[config.mk]
export PLATFORM = sky130hd
export DESIGN_NAME = gdma_channel
export DESIGN_NICKNAME = d
export VERILOG_FILES = /design/src/hdl/gdma_channel.v
export VERILOG_INCLUDE_DIRS = /design/src /design/src/pkg
export SDC_FILE = /design/constraint.sdc
export NUM_CORES = 1
export LEC_CHECK = 0
export BUFFER_PORTS_ARGS = -buffer_cell sky130_fd_sc_hd__buf_2
export CORE_AREA = 5 5 175 127
export CTS_CLUSTER_DIAMETER = 120
export CTS_CLUSTER_SIZE = 24
export DETAILED_ROUTE_END_ITERATION = 7
export DIE_AREA = 0 0 180 132
export GPL_TIMING_DRIVEN = 0
export PLACE_DENSITY = 0.87
export RECOVER_POWER = 25
export SYNTH_ARGS = -nofsm -noshare
export SYNTH_HDL_FRONTEND = slang
export SYNTH_SLANG_ARGS = --single-unit
[constraint.sdc]
create_clock -name pclk -period 7.8 [get_ports pclk]
set_input_delay 1.56 -clock pclk [delete_from_list [all_inputs] [get_ports pclk]]
set_output_delay 1.56 -clock pclk [all_outputs]
set_load 0.03 [all_outputs]
[src/pkg/gdma_defines.vh]
/*
 * constants for the general dma channel: register offsets, field
 * positions, reset values, mode codes and rate-window figures.
 * assumes inclusion by bare name from the channel design file.
 */
`ifndef GDMA_DEFINES_VH
`define GDMA_DEFINES_VH

// ************************************************************
// register byte offsets on the apb slave
// ************************************************************
`define GDMA_OFF_MODE     8'h00
`define GDMA_OFF_SRC      8'h04
`define GDMA_OFF_DST      8'h08
`define GDMA_OFF_FC       8'h0c
`define GDMA_OFF_COUNT    8'h10
`define GDMA_OFF_STATUS   8'h14
`define GDMA_OFF_BUSCFG   8'h18

// ************************************************************
// reset values
// ************************************************************
`define GDMA_MODE_RST     16'h0000
`define GDMA_PTR_RST      24'h00_0000
`define GDMA_COUNT_RST    16'h0000
`define GDMA_FC_RST       6'h00
`define GDMA_STATUS_RST   4'h0

// ************************************************************
// mode register fields
// ************************************************************
`define GDMA_M_ECO        14
`define GDMA_M_NORMAL_COMPLETION_IRQ_ENABLE       13
`define GDMA_M_ERROR_IRQ_ENABLE       12
`define GDMA_M_REQ_HI     11
`define GDMA_M_REQ_LO     10
`define GDMA_M_SOURCE_INCREMENT       9
`define GDMA_M_DESTINATION_INCREMENT       8
`define GDMA_M_SS_HI      7
`define GDMA_M_SS_LO      6
`define GDMA_M_DS_HI      5
`define GDMA_M_DS_LO      4
`define GDMA_M_BT_HI      3
`define GDMA_M_BT_LO      2
`define GDMA_M_RST        1
`define GDMA_M_STR        0

// ************************************************************
// status register fields
// ************************************************************
`define GDMA_S_DNS        3
`define GDMA_S_BES        2
`define GDMA_S_BED        1
`define GDMA_S_DONE       0

// ************************************************************
// codes and rate window
// ************************************************************
`define GDMA_REQ_LIMIT    2'h0
`define GDMA_REQ_MAX      2'h1
`define GDMA_REQ_LEVEL    2'h2
`define GDMA_REQ_EDGE     2'h3
`define GDMA_SZ_WORD      2'h2
`define GDMA_SHARE_75     10'h300
`define GDMA_SHARE_50     10'h200
`define GDMA_SHARE_25     10'h100
`define GDMA_SHARE_12     10'h080
`define GDMA_WIN_LAST     10'h3ff

`endif

[src/hdl/gdma_channel.v]
/*
 * general dma channel: apb register slave plus an asynchronous
 * 24-bit bus master moving byte/word operands with packing.
 * assumes an external bus arbiter has granted the bus, and that
 * bus handshake pins are asynchronous to pclk.
 */
// Chosen here: the register addresses and register access over APB.
// Overview of operation
// - both even: word read then word write
// - odd source: two byte reads, word write
// - odd destination: word read, two byte writes
// - both odd: two byte reads, two writes
// - two to four plain bus cycles each
// - 24-bit address, 8- or 16-bit data
// - honour halt, bus error, reset, retry
// - hidden 16-bit holding register packs operands
// - side select picks handshake read or write
// - normal done flag; irq if enabled
// - bus error flags; irq if enabled
// - irq gated by controller mask bit
// - request field selects four request modes
// - source pointer steps one/two or holds
// - destination pointer steps one/two or holds
// - size codes: 01 byte, 10 word
// - burst share caps use per window
// - share caps only in limited mode
// - limited mode runs while clear negated
// - soft reset aborts, clears, self-clears
// - start bit begins or arms requests
// - start bit self-clears on completion
// - clearing start pauses after current operand
// - byte count steps; zero means 64K
// - done driven during final bus cycle
`timescale 1ns/100ps
`include "gdma_defines.vh"
`default_nettype none

module gdma_channel (
  input  wire        pclk,
  input  wire        presetn,
  input  wire        psel,
  input  wire        penable,
  input  wire        pwrite,
  input  wire [7:0]  paddr,
  input  wire [31:0] pwdata,
  output reg  [31:0] prdata,
  output reg         pready,
  output reg         pslverr,
  output reg  [23:0] bus_addr,
  output reg  [2:0]  bus_fc,
  output reg         bus_rw,
  output reg         bus_as_n,
  output reg         bus_uds_n,
  output reg         bus_lds_n,
  output reg  [15:0] bus_data_out,
  output reg         bus_data_oe,
  input  wire [15:0] bus_data_in,
  input  wire        bus_dtack_n,
  input  wire        bus_berr_n,
  input  wire        bus_halt_n,
  input  wire        bus_reset_n,
  input  wire        bus_clear_input_n,
  input  wire        peripheral_request_n,
  output reg         peripheral_acknowledge_n,
  input  wire        done_in_n,
  output reg         done_out_n,
  output reg         done_oe,
  input  wire        interrupt_mask_bit,
  output reg         irq_request
);

  // ************************************************************
  // state codes
  // ************************************************************
  localparam ST_IDLE  = 4'b0001;
  localparam ST_ADDR  = 4'b0010;
  localparam ST_WAIT  = 4'b0100;
  localparam ST_RETRY = 4'b1000;

  // ************************************************************
  // helper functions
  // ************************************************************
  // bytes in one operand, cut to one by a final odd count
  function [1:0] op_bytes;
    input [1:0]  ss;
    input [1:0]  ds;
    input [15:0] cnt;
    begin
      op_bytes = (((ss == `GDMA_SZ_WORD) | (ds == `GDMA_SZ_WORD)) &
                  (cnt != 16'h0001)) ? 2'h2 : 2'h1;
    end
  endfunction

  // bus accesses needed on one side of an operand
  function [1:0] acc_count;
    input       word_sz;
    input       a0;
    input       p16;
    input [1:0] nb;
    begin
      acc_count = ((nb == 2'h2) & ~(word_sz & ~a0 & p16)) ? 2'h2 : 2'h1;
    end
  endfunction

  // bus clocks allowed per window
  function [9:0] share_limit;
    input [1:0] bt;
    begin
      case (bt)
        2'h0:    share_limit = `GDMA_SHARE_75;
        2'h1:    share_limit = `GDMA_SHARE_50;
        2'h2:    share_limit = `GDMA_SHARE_25;
        default: share_limit = `GDMA_SHARE_12;
      endcase
    end
  endfunction

  // pointer after one access, wrapping at 24 bits
  function [23:0] ptr_step;
    input [23:0] p;
    input        inc;
    input        word;
    begin
      ptr_step = inc ? p + {22'h00_0000, word, ~word} : p;
    end
  endfunction

  // ************************************************************
  // state
  // ************************************************************
  reg [15:0] mode_q;
  reg        soft_rst_q;
  reg [23:0] src_q;
  reg [23:0] dst_q;
  reg [5:0]  fc_q;
  reg [15:0] count_q;
  reg [3:0]  status_q;
  reg        port16_q;
  reg [3:0]  st_q;
  reg        phase_q;
  reg        acc_q;
  reg [1:0]  nbytes_q;
  reg [15:0] hold_q;
  reg        term_pend_q;
  reg        edge_pend_q;
  reg        req_prev_q;
  reg [9:0]  win_q;
  reg [9:0]  used_q;
  reg [6:0]  meta_q;
  reg [6:0]  sync_q;

  // ************************************************************
  // input synchronisers
  // ************************************************************
  wire [6:0] async_in = {~bus_dtack_n, ~bus_berr_n, ~bus_halt_n,
                         ~bus_reset_n, ~done_in_n,
                         ~peripheral_request_n, ~bus_clear_input_n};

  // two flops on every bus control and handshake pin; bus_data_in is sampled unsynchronised
  always @(posedge pclk or negedge presetn) begin
    if (!presetn) begin
      meta_q <= 7'h00;
      sync_q <= 7'h00;
    end else begin
      meta_q <= async_in;
      sync_q <= meta_q;
    end
  end

  wire dtack_s = sync_q[6];
  wire berr_s  = sync_q[5];
  wire halt_s  = sync_q[4];
  wire brst_s  = sync_q[3];
  wire done_s  = sync_q[2];
  wire peripheral_request_s  = sync_q[1];
  wire bus_clear_input_s  = sync_q[0];

  // ************************************************************
  // decode
  // ************************************************************
  wire       apb_acc = psel & penable & pready;
  wire       apb_wr  = apb_acc & pwrite;
  wire       wr_mode = apb_wr & (paddr == `GDMA_OFF_MODE);
  wire       wr_stat = apb_wr & (paddr == `GDMA_OFF_STATUS);
  wire [1:0] request_source_field    = mode_q[`GDMA_M_REQ_HI:`GDMA_M_REQ_LO];
  wire [1:0] source_operand_size   = mode_q[`GDMA_M_SS_HI:`GDMA_M_SS_LO];
  wire [1:0] destination_operand_size   = mode_q[`GDMA_M_DS_HI:`GDMA_M_DS_LO];
  wire [1:0] bt      = mode_q[`GDMA_M_BT_HI:`GDMA_M_BT_LO];
  wire       ext     = request_source_field[1];
  wire       start   = mode_q[`GDMA_M_STR];
  wire       kill    = soft_rst_q | brst_s;

  // current side of the operand
  wire [23:0] cur_addr = phase_q ? dst_q : src_q;
  wire        cur_word = phase_q ? (destination_operand_size == `GDMA_SZ_WORD)
                                 : (source_operand_size == `GDMA_SZ_WORD);
  wire [1:0]  n_acc    = acc_count(cur_word, cur_addr[0], port16_q,
                                   nbytes_q);
  wire        acc_word = (n_acc == 2'h1) & (nbytes_q == 2'h2) & ~acc_q;
  wire        last_acc = acc_q | (n_acc == 2'h1);
  wire [1:0]  acc_bytes = acc_word ? 2'h2 : 2'h1;
  wire [15:0] count_next = count_q - {14'h0000, acc_bytes};
  wire        periph_side = ext & (phase_q == mode_q[`GDMA_M_ECO]);

  // bus termination decode, only while strobes are out
  wire in_wait   = (st_q == ST_WAIT) & ~bus_as_n;
  wire cyc_err   = in_wait & berr_s & ~halt_s;
  wire cyc_retry = in_wait & berr_s & halt_s;
  wire cyc_ok    = in_wait & dtack_s & ~berr_s;
  wire done_ext  = done_s & ~done_oe & (st_q != ST_IDLE);
  wire op_end    = cyc_ok & phase_q & last_acc;
  wire finish    = op_end & ((count_next == 16'h0000) | term_pend_q |
                             done_ext);
  wire set_dns   = done_ext & periph_side & (n_acc == 2'h2) & ~acc_q;

  // request qualification
  reg req_ok;
  always @* begin
    case (request_source_field)
      `GDMA_REQ_LIMIT: req_ok = (used_q < share_limit(bt)) & ~bus_clear_input_s;
      `GDMA_REQ_MAX:   req_ok = 1'b1;
      `GDMA_REQ_LEVEL: req_ok = peripheral_request_s;
      default:         req_ok = edge_pend_q;
    endcase
  end

  wire go = start & ~halt_s & req_ok;

  // read byte lane: odd bytes on the low lane of a 16-bit port
  wire [7:0] rd_byte = (~port16_q | cur_addr[0]) ? bus_data_in[7:0]
                                                 : bus_data_in[15:8];
  wire [7:0] wr_byte = acc_q ? hold_q[7:0] : hold_q[15:8];

  // ************************************************************
  // register read mux
  // ************************************************************
  reg [31:0] rd_mux;
  reg        rd_bad;
  always @* begin
    rd_bad = 1'b0;
    case (paddr)
      `GDMA_OFF_MODE:   rd_mux = {16'h0000, 1'b0, mode_q[14:2],
                                  soft_rst_q, mode_q[0]};
      `GDMA_OFF_SRC:    rd_mux = {8'h00, src_q};
      `GDMA_OFF_DST:    rd_mux = {8'h00, dst_q};
      `GDMA_OFF_FC:     rd_mux = {25'h000_0000, fc_q[5:3], 1'b0,
                                  fc_q[2:0]};
      `GDMA_OFF_COUNT:  rd_mux = {16'h0000, count_q};
      `GDMA_OFF_STATUS: rd_mux = {28'h000_0000, status_q};
      `GDMA_OFF_BUSCFG: rd_mux = {31'h0000_0000, port16_q};
      default: begin
        rd_mux = 32'h0000_0000;
        rd_bad = 1'b1;
      end
    endcase
  end

  // ************************************************************
  // apb answer: one wait state, registered data and error
  // ************************************************************
  always @(posedge pclk or negedge presetn) begin
    if (!presetn) begin
      pready  <= 1'b0;
      prdata  <= 32'h0000_0000;
      pslverr <= 1'b0;
    end else begin
      pready  <= psel & penable & ~pready;
      prdata  <= rd_mux;
      pslverr <= psel & penable & ~pready & rd_bad;
    end
  end

  // ************************************************************
  // status flags and interrupt request
  // ************************************************************
  // set wins over a write-one clear in the same cycle
  always @(posedge pclk or negedge presetn) begin
    if (!presetn) begin
      status_q    <= `GDMA_STATUS_RST;
      irq_request <= 1'b0;
    end else if (kill) begin
      status_q    <= `GDMA_STATUS_RST;
      irq_request <= 1'b0;
    end else begin
      status_q <= (status_q & ~(wr_stat ? pwdata[3:0] : 4'h0)) |
                  {set_dns, cyc_err & ~phase_q, cyc_err & phase_q,
                   finish};
      irq_request <= ((status_q[`GDMA_S_DONE] & mode_q[`GDMA_M_NORMAL_COMPLETION_IRQ_ENABLE]) |
                      ((status_q[`GDMA_S_BES] | status_q[`GDMA_S_BED]) &
                       mode_q[`GDMA_M_ERROR_IRQ_ENABLE])) & interrupt_mask_bit;
    end
  end

  // ************************************************************
  // rate window and cycle-steal edge
  // ************************************************************
  always @(posedge pclk or negedge presetn) begin
    if (!presetn) begin
      win_q       <= 10'h000;
      used_q      <= 10'h000;
      edge_pend_q <= 1'b0;
      req_prev_q  <= 1'b0;
    end else begin
      req_prev_q <= peripheral_request_s;
      if (!start || kill) begin
        win_q  <= 10'h000;
        used_q <= 10'h000;
      end else begin
        win_q <= win_q + 10'h001;
        if (win_q == `GDMA_WIN_LAST)
          used_q <= 10'h000;
        else if (st_q != ST_IDLE)
          used_q <= used_q + 10'h001;
      end
      // new edge wins over the take at operand start
      if (kill)
        edge_pend_q <= 1'b0;
      else if (peripheral_request_s & ~req_prev_q)
        edge_pend_q <= 1'b1;
      else if ((st_q == ST_IDLE) & go)
        edge_pend_q <= 1'b0;
    end
  end

  // ************************************************************
  // registers, operand sequencer and bus master
  // ************************************************************
  always @(posedge pclk or negedge presetn) begin
    if (!presetn) begin
      mode_q      <= `GDMA_MODE_RST;
      soft_rst_q  <= 1'b0;
      src_q       <= `GDMA_PTR_RST;
      dst_q       <= `GDMA_PTR_RST;
      fc_q        <= `GDMA_FC_RST;
      count_q     <= `GDMA_COUNT_RST;
      port16_q    <= 1'b1;
      st_q        <= ST_IDLE;
      phase_q     <= 1'b0;
      acc_q       <= 1'b0;
      nbytes_q    <= 2'h1;
      hold_q      <= 16'h0000;
      term_pend_q <= 1'b0;
      bus_addr    <= `GDMA_PTR_RST;
      bus_fc      <= 3'h0;
      bus_rw      <= 1'b1;
      bus_as_n    <= 1'b1;
      bus_uds_n   <= 1'b1;
      bus_lds_n   <= 1'b1;
      bus_data_out <= 16'h0000;
      bus_data_oe <= 1'b0;
      peripheral_acknowledge_n <= 1'b1;
      done_out_n  <= 1'b1;
      done_oe     <= 1'b0;
    end else if (kill) begin
      // abort any cycle, clear mode, state and strobes; pointers, count and fc keep their values
      mode_q      <= `GDMA_MODE_RST;
      soft_rst_q  <= 1'b0;
      st_q        <= ST_IDLE;
      term_pend_q <= 1'b0;
      bus_as_n    <= 1'b1;
      bus_uds_n   <= 1'b1;
      bus_lds_n   <= 1'b1;
      bus_data_oe <= 1'b0;
      peripheral_acknowledge_n <= 1'b1;
      done_out_n  <= 1'b1;
      done_oe     <= 1'b0;
    end else begin
      // software writes; they win over the sequencer's updates
      if (wr_mode) begin
        mode_q     <= {1'b0, pwdata[14:2], 1'b0, pwdata[0]};
        soft_rst_q <= pwdata[`GDMA_M_RST];
      end else if (finish | cyc_err)
        mode_q[`GDMA_M_STR] <= 1'b0;
      if (apb_wr & (paddr == `GDMA_OFF_FC))
        fc_q <= {pwdata[6:4], pwdata[2:0]};
      if (apb_wr & (paddr == `GDMA_OFF_BUSCFG))
        port16_q <= pwdata[0];
      if (apb_wr & (paddr == `GDMA_OFF_SRC))
        src_q <= pwdata[23:0];
      else if (cyc_ok & ~phase_q)
        src_q <= ptr_step(src_q, mode_q[`GDMA_M_SOURCE_INCREMENT], acc_word);
      if (apb_wr & (paddr == `GDMA_OFF_DST))
        dst_q <= pwdata[23:0];
      else if (cyc_ok & phase_q)
        dst_q <= ptr_step(dst_q, mode_q[`GDMA_M_DESTINATION_INCREMENT], acc_word);
      if (apb_wr & (paddr == `GDMA_OFF_COUNT))
        count_q <= pwdata[15:0];
      else if (cyc_ok & phase_q)
        count_q <= count_next;
      if (done_ext)
        term_pend_q <= 1'b1;

      case (st_q)
        ST_IDLE: begin
          term_pend_q <= 1'b0;
          if (go) begin
            nbytes_q <= op_bytes(source_operand_size, destination_operand_size, count_q);
            phase_q  <= 1'b0;
            acc_q    <= 1'b0;
            st_q     <= ST_ADDR;
          end
        end
        ST_ADDR: begin
          // address phase; halt or a stale synced answer holds it off
          if (!halt_s & ~dtack_s & ~berr_s) begin
            bus_addr    <= cur_addr;
            bus_fc      <= phase_q ? fc_q[5:3] : fc_q[2:0];
            bus_rw      <= ~phase_q;
            bus_data_out <= acc_word ? hold_q : {wr_byte, wr_byte};
            bus_data_oe <= phase_q;
            peripheral_acknowledge_n <= ~periph_side;
            done_oe     <= phase_q & last_acc &
                           (count_next == 16'h0000);
            done_out_n  <= ~(phase_q & last_acc &
                             (count_next == 16'h0000));
            st_q        <= ST_WAIT;
          end
        end
        ST_WAIT: begin
          if (bus_as_n) begin
            // strobes one clock after the address
            bus_as_n  <= 1'b0;
            bus_uds_n <= ~(acc_word | (port16_q & ~cur_addr[0]));
            bus_lds_n <= ~(acc_word | ~port16_q | cur_addr[0]);
          end else if (cyc_err | cyc_retry | cyc_ok) begin
            bus_as_n    <= 1'b1;
            bus_uds_n   <= 1'b1;
            bus_lds_n   <= 1'b1;
            bus_data_oe <= 1'b0;
            peripheral_acknowledge_n <= 1'b1;
            done_oe     <= 1'b0;
            done_out_n  <= 1'b1;
            if (cyc_retry)
              st_q <= ST_RETRY;
            else if (cyc_err)
              st_q <= ST_IDLE;
            else begin
              if (!phase_q) begin
                // pack the read into the holding register
                if (acc_word)
                  hold_q <= bus_data_in;
                else if (acc_q)
                  hold_q[7:0] <= rd_byte;
                else
                  hold_q[15:8] <= rd_byte;
              end
              if (!last_acc) begin
                acc_q <= 1'b1;
                st_q  <= ST_ADDR;
              end else if (!phase_q) begin
                phase_q <= 1'b1;
                acc_q   <= 1'b0;
                st_q    <= ST_ADDR;
              end else
                st_q <= ST_IDLE;
            end
          end
        end
        ST_RETRY: begin
          // rerun the same cycle once halt is released
          if (!halt_s)
            st_q <= ST_ADDR;
        end
        default: st_q <= ST_IDLE;
      endcase
    end
  end

endmodule // gdma_channel

`default_nettype wire

==> qor.yml, run 1 <==
path_buf_inv: 2
wirelength_mm: 38.4
grt_overflow: 0
dieArea_um2: 23800
die_w_um: 180
required_ns: 8.16
worstPathCellList: "clkbuf_1, or3b_2, a211oi_1, nand2_1, fa_1, nand3b_1, nor3_1, clkbuf_1, nand2_1, o22ai_1, a2bb2oi_1"
synth_top_cell_area_share_pct: 46.0
dr_total_vias: 11368
place_area_um2: 13100
grt_usage_pct: 31.2
fin_tns_setup_ns: 0
final_common_cell: "dfrtp_1"
gp_congestion: 0.999
relSlewSlack_pct: -0.376
final_util_pct: 66.2
worstMarginPinSlew_ns: 1.49
path_max_fanout: 10
synth_edf_count: 0
clk_pin_slew_ns: 0.11
maxCapViolCount: 1
ys_seq_elements: 229
hold_class: "flip-flop to flip-flop"
grt_pass1_vias: 10596
cts_resized: 0
dp_cells: 1711
synth_area_um2: 12000
end_kind: "flip-flop"
synth_compound_area_share_pct: 20.8
violations: "max-capacitance violations, max-slew violations"
synth_cell_types: 78
finalCriticalPeriod_ns: 4.93
p_leak_nw: 5.92
layout-drive-gt1-share_pct: 15.2
synth_top_family_by_area: "compound AO/OA/AOI/OAI gates"
final_cell_area_um2: 13500
antenna_found_initial: 1
max_freq_mhz: 203
wl_per_cell_um: 22.2
vdd_ir_drop_max_mv: 0.189
cp.arrival_ns: 5.29
cpPeakStageDelay_ns: 0.69
cp-start-kind: "flip-flop"
synthCells: 1288
htree_levels: 1
io_pins: 155
crit_type: "flip-flop to flip-flop"
skew_ns: 0.0283
synthSimpleGateAreaFrac_pct: 17.8
cpMaxStageDelayCell: "nor3_1"
async_flop_share_pct: 100
period_share_pct: 63.2
grt_max_degree: 122
fin_cells: 1732
via_per_inst: 6.56
fin_nets: 1532
n_antenna_cell: 0
hold_buffers: 0
status: "complete, but fails checks"
synth_mux_area_share_pct: 6.04
postSynthAreaPerCell_um2: 9.30
cts.path.max_buffers: 3
grt_pass1_wl_mm: 60.0
rows: 44
die_h_um: 132
yosysWarnings: 0
regToRegSetupSlack_ns: 2.87
drtPass1Iterations: 8
io_buffer_count: 138
yosys.area_share.xor_xnor_pct: 1.32
hpwl_mm: 28.6
root_buffer: "clkbuf_16"
layout_common_cells: "220 x dfrtp_1, 173 x nand2_1, 146 x buf_2"
p_per_area_nw_per_um2: 175
insertion_delay_ns: 0.49
maxSlewViolCount: 1
clkSinkCount: 229
hold_viol: 0
drc: 0
rsz0062_at_grt: "false"
ys.flop_type: "dfrtp_1"
initial_core_util_pct: 58.9
synth_area_leaders: "dfrtp_1 46%, nand2_1 5.4%, mux2i_1 5.1%"
critical_path.top_delay_family: "simple AND/OR/NAND/NOR gates"
synth_fa_ha_area_share_pct: 1.55
cts_tree: "done"
first_iter_violations: 1740
synthToLayoutAreaGrowth_pct: 12.4
ant_nets: 0
core-area_um2: 20300
synth_top_area_cell: "dfrtp_1"
cts_inserted_buffers: 13
synth_seq_area_share_pct: 48.0
setup_viol: 0
cts_setup_buffers: 0
sequential cells by signal, summed over array words and instances, names as in the netlist, 2 cells and up:
name,cells
bus_addr,24
bus_data_out,16
bus_fc,3
count_q,16
dst_q,24
fc_q,6
hold_q,16
meta_q,7
mode_q,14
nbytes_q,2
prdata,24
src_q,24
st_q,4
status_q,4
sync_q,7
used_q,10
win_q,10
layout make-up:
class / count / area, µm²
timing repair buffer: 140 / 734
clock buffer: 20 / 352
clock inverter: 1 / 16.3
multi-input combinational: 937 / 5720
inverter: 35 / 131
tap: 276 / 345
fill: 1675 / 6860
sequential: 229 / 5740
buffer: 94 / 414
power breakdown:
part	total, mW	leakage, nW	internal [mW]	switching, mW
Clock	0.722	0.175	0.319	0.403
Combinational	0.372	2.80	0.115	0.257
Sequential	1.26	2.95	1.23	0.0267
metal layers:
| metal | track usage, % | routed length [µm] | vias up |
|---|---|---|---|
| met1 | 47.7 | 15900 | 5429 |
| met3 | 9.18 | 5580 | 102 |
| met5 | 0 | 13 | - |
| met2 | 43.2 | 15700 | 830 |
| met4 | 8.46 | 1290 | 2 |
| li1 | - | - | 5005 |
path summary, 6_finish.rpt:
path	end	startpoint	depth (start not counted)
max	dst_q[12]	phase_q	11
min	sync_q[2]	meta_q[2]	0
max reg2reg	dst_q[12]	phase_q	11
min reg2reg	sync_q[2]	meta_q[2]	0
max in group asynchronous	win_q[3]	presetn	2
min in group asynchronous	bus_addr[19]	presetn	1
metrics by stage:
| stage | power, mW | hold slack, ns | setup WS (ns) |
|---|---|---|---|
| after floorplan | 1.50 | 0.331 | 4.29 |
| after global routing | 2.43 | 0.366 | 2.70 |
| after CTS | 2.34 | 0.355 | 3.21 |
| after detailed placement | 1.64 | 0.335 | 3.24 |
| after global placement | 1.63 | 0.332 | 1.27 |
| final | 2.35 | 0.353 | 2.87 |
cell families (layout without fill, tap and decap cells):
logic type,after synthesis,in the layout
other,1,8
AO/OA/AOI/OAI,389,389
buffers and inverters,129,290
XOR/XNOR,18,18
AND/OR/NAND/NOR,438,438
multiplexers,71,71
adder cells (fa/ha/maj),13,13
flip-flops,229,229
synth_stat cells (all sizes together), types with 5 or more instances:
master / number
nand2b: 8
a2bb2oi: 15
or4: 5
dfrtp: 220
nand3: 37
clkbuf: 69
o22ai: 23
mux2i: 61
or4b: 8
ha: 10
o22a: 13
nand2: 173
a21oi: 110
inv: 35
o211ai: 8
a22oi: 31
nor4b: 6
nor3: 34
or3: 16
nor4: 15
o41ai: 6
mux2: 10
dfstp: 9
or2: 7
buf: 25
nand4: 21
xor2: 13
o31a: 5
a222oi: 6
and3: 8
a22o: 13
xnor2: 5
a31oi: 10
o21ai: 105
nor2: 84
nand3b: 6
Power figures use the tool's default switching activity.
==> run 2, diff against run 1 <==
Settings changed: CORE_AREA 5 5 175 127 to 5 5 186 134, DIE_AREA 0 0 180 132 to 0 0 191 139, PLACE_DENSITY 0.87 to 0.82.
Clock period 7.8 ns to 4.1 ns, I/O delays scaled along.
==> qor.yml, run 2 (synthesis results as in run 1) <==
via_per_inst: 6.37  # -2.9%
max_freq_mhz: 257  # +26%
skew_ns: 0.0286  # +0.000323 ns
gp_congestion: 1.01  # +0.95%
cts.path.max_buffers: 3  # unchanged
worstMarginPinSlew_ns: 2.54  # +1.05 ns
timing.rr.end: "dst_q[12]"
insertion_delay_ns: 0.50  # about the same
cpPeakStageDelay_ns: 0.54  # -0.15 ns
fin_nets: 1532  # unchanged
antenna_found_initial: 1  # unchanged
synthToLayoutAreaGrowth_pct: 13.2
cts_resized: 3  # +3
hold_buffers: 0  # unchanged
fin_tns_setup_ns: 0  # unchanged
path_max_fanout: 10  # unchanged
layout-drive-gt1-share_pct: 15.7  # +0.41 points
hold_viol: 0  # unchanged
root_buffer: "clkbuf_16"
min_to: "sync_q[2]"
place_ws_ns: -0.260  # -3.50 ns
hpwl_mm: 29.4  # +3.0%
crit_type: "flip-flop to flip-flop"
rsz0062_at_grt: "false"
reg2reg_from: "phase_q"
required_ns: 4.45  # -3.71 ns
vdd_ir_drop_max_mv: 0.475  # +150%
dr_total_vias: 11308  # -0.53%
p_leak_nw: 5.93  # +0.15%
rows: 47  # +6.8%
regToRegSetupSlack_ns: 0.20  # -2.67 ns
p_per_area_nw_per_um2: 331  # +90%
clkSinkCount: 229  # unchanged
cts_tree: "done"
status: "complete, but fails checks"
holdWs_ns: 0.354  # +0.000710 ns
hold_class: "flip-flop to flip-flop"
dieArea_um2: 26500  # +12%
holdPathStages: 0  # unchanged
maxCapViolCount: 1  # unchanged
regArea_um2: 5740  # unchanged
wirelength_mm: 39.4  # +2.7%
drtPass1Iterations: 6  # -2
violations: "max-capacitance violations, max-slew violations"
htree_levels: 1  # unchanged
cp-start-kind: "flip-flop"
relSlewSlack_pct: -69.5  # -69 points
cts_setup_buffers: 0  # unchanged
die_h_um: 139  # +5.3%
n_antenna_cell: 0  # unchanged
fillCellCount: 2015  # +20%
maxSlewViolCount: 45  # +44
place_area_um2: 13200  # +0.55%
io_buffer_count: 138  # unchanged
grt_pass1_wl_mm: 60.9  # +1.5%
end_kind: "flip-flop"
io_pins: 155  # unchanged
final_common_cell: "dfrtp_1"
grt_usage_pct: 29.0  # -2.2 points
drc: 0  # unchanged
period_share_pct: 95.1  # +32 points
setup_viol: 0  # unchanged
layout_common_cells: "220 x dfrtp_1, 172 x nand2_1, 147 x buf_2"
ant_nets: 0  # unchanged
min_from: "meta_q[2]"
final_cell_area_um2: 13500  # +0.72%
core-area_um2: 23100  # +14%
cp.arrival_ns: 4.25  # -1.04 ns
worstPathCellList: "clkbuf_1, or3b_2, a211oi_2, nand2_2, fa_1, nand3b_1, nor3_2, clkbuf_2, nand2_1, o22ai_1, a2bb2oi_1"
reg2reg_depth: 11  # unchanged
first_iter_violations: 1420  # -18%
multi_input_area_um2: 5750  # +0.57%
grt_overflow: 0  # unchanged
wl_per_cell_um: 22.2  # +0.24%
initial_core_util_pct: 51.8  # -7.1 points
grt_max_degree: 99  # -19%
cts_inserted_buffers: 13  # unchanged
fin_ws_ns: 0.203  # -2.67 ns
grt_pass1_vias: 10740  # +1.4%
die_w_um: 191  # +6.1%
finalCriticalPeriod_ns: 3.90  # -1.03 ns
clk_pin_slew_ns: 0.10  # about the same
cpMaxStageDelayCell: "or3b_2"
==> run 2: how the worst max path moves through the flow <==
| stage | startpoint | to | slack [ns] | cells after the start |
|---|---|---|---|---|
| finish | phase_q | dst_q[12] | 0.20 | 11 |
| global route | phase_q | dst_q[18] | 0.12 | 11 |
| global placement | presetn | meta_q[6] | -1.80 | 1 |
| detailed placement | phase_q | dst_q[12] | -0.26 | 11 |
| CTS | phase_q | dst_q[9] | 0.04 | 11 |
| floorplan | phase_q | count_q[8] | 0.59 | 11 |
==> run 2: metal layers <==
| layer | global-route usage [%] | up-vias | part of all wire, % |
|---|---|---|---|
| met2 | 40.9 | 718 | 41 |
| met3 | 8.15 | 120 | 13 |
| met5 | 0 | - | 0.033 |
| met4 | 8.20 | 2 | 3.5 |
| met1 | 43.8 | 5471 | 42 |
| li1 | - | 4997 | - |
==> run 2: critical path, delay by kind of cell, from the launching register on <==
kind                       cells  cell delay (ns)
buffers and inverters          2             0.53
AOI/OAI and AO/OA              3             0.66
adders and majority gates      1             0.50
and+or+nand+nor                5             1.69
DFF                            1             0.38
==> run 2: layout make-up <==
type / instances / share of cell area [%]
multi-input cells: 937 / 42.4
flip-flops and latches: 229 / 42.4
repair buffers: 140 / 5.49
plain buffers: 94 / 3.07
well taps: 318 / 2.94
clock buffers: 20 / 2.59
inverters: 35 / 0.970
clock inverters: 1 / 0.120
==> run 2: power breakdown <==
part | internal (mW) | total [mW] | leakage [nW] | switching [mW]
sequential | 2.34 | 2.39 | 2.95 | 0.0530
clock | 0.607 | 1.38 | 0.175 | 0.776
combinational | 0.221 | 0.712 | 2.81 | 0.491
==> run 2: stage by stage <==
stage / cells / utilization [%] / power (mW)
final: 1774 / 58.6 / 4.49
after global routing: 1774 / 58.6 / 4.65
after CTS: 1774 / 58.6 / 4.50
after detailed placement: 1753 / 56.9 / 3.14
after global placement: 1751 / 56.6 / 3.12
after floorplan: 1295 / - / 2.85
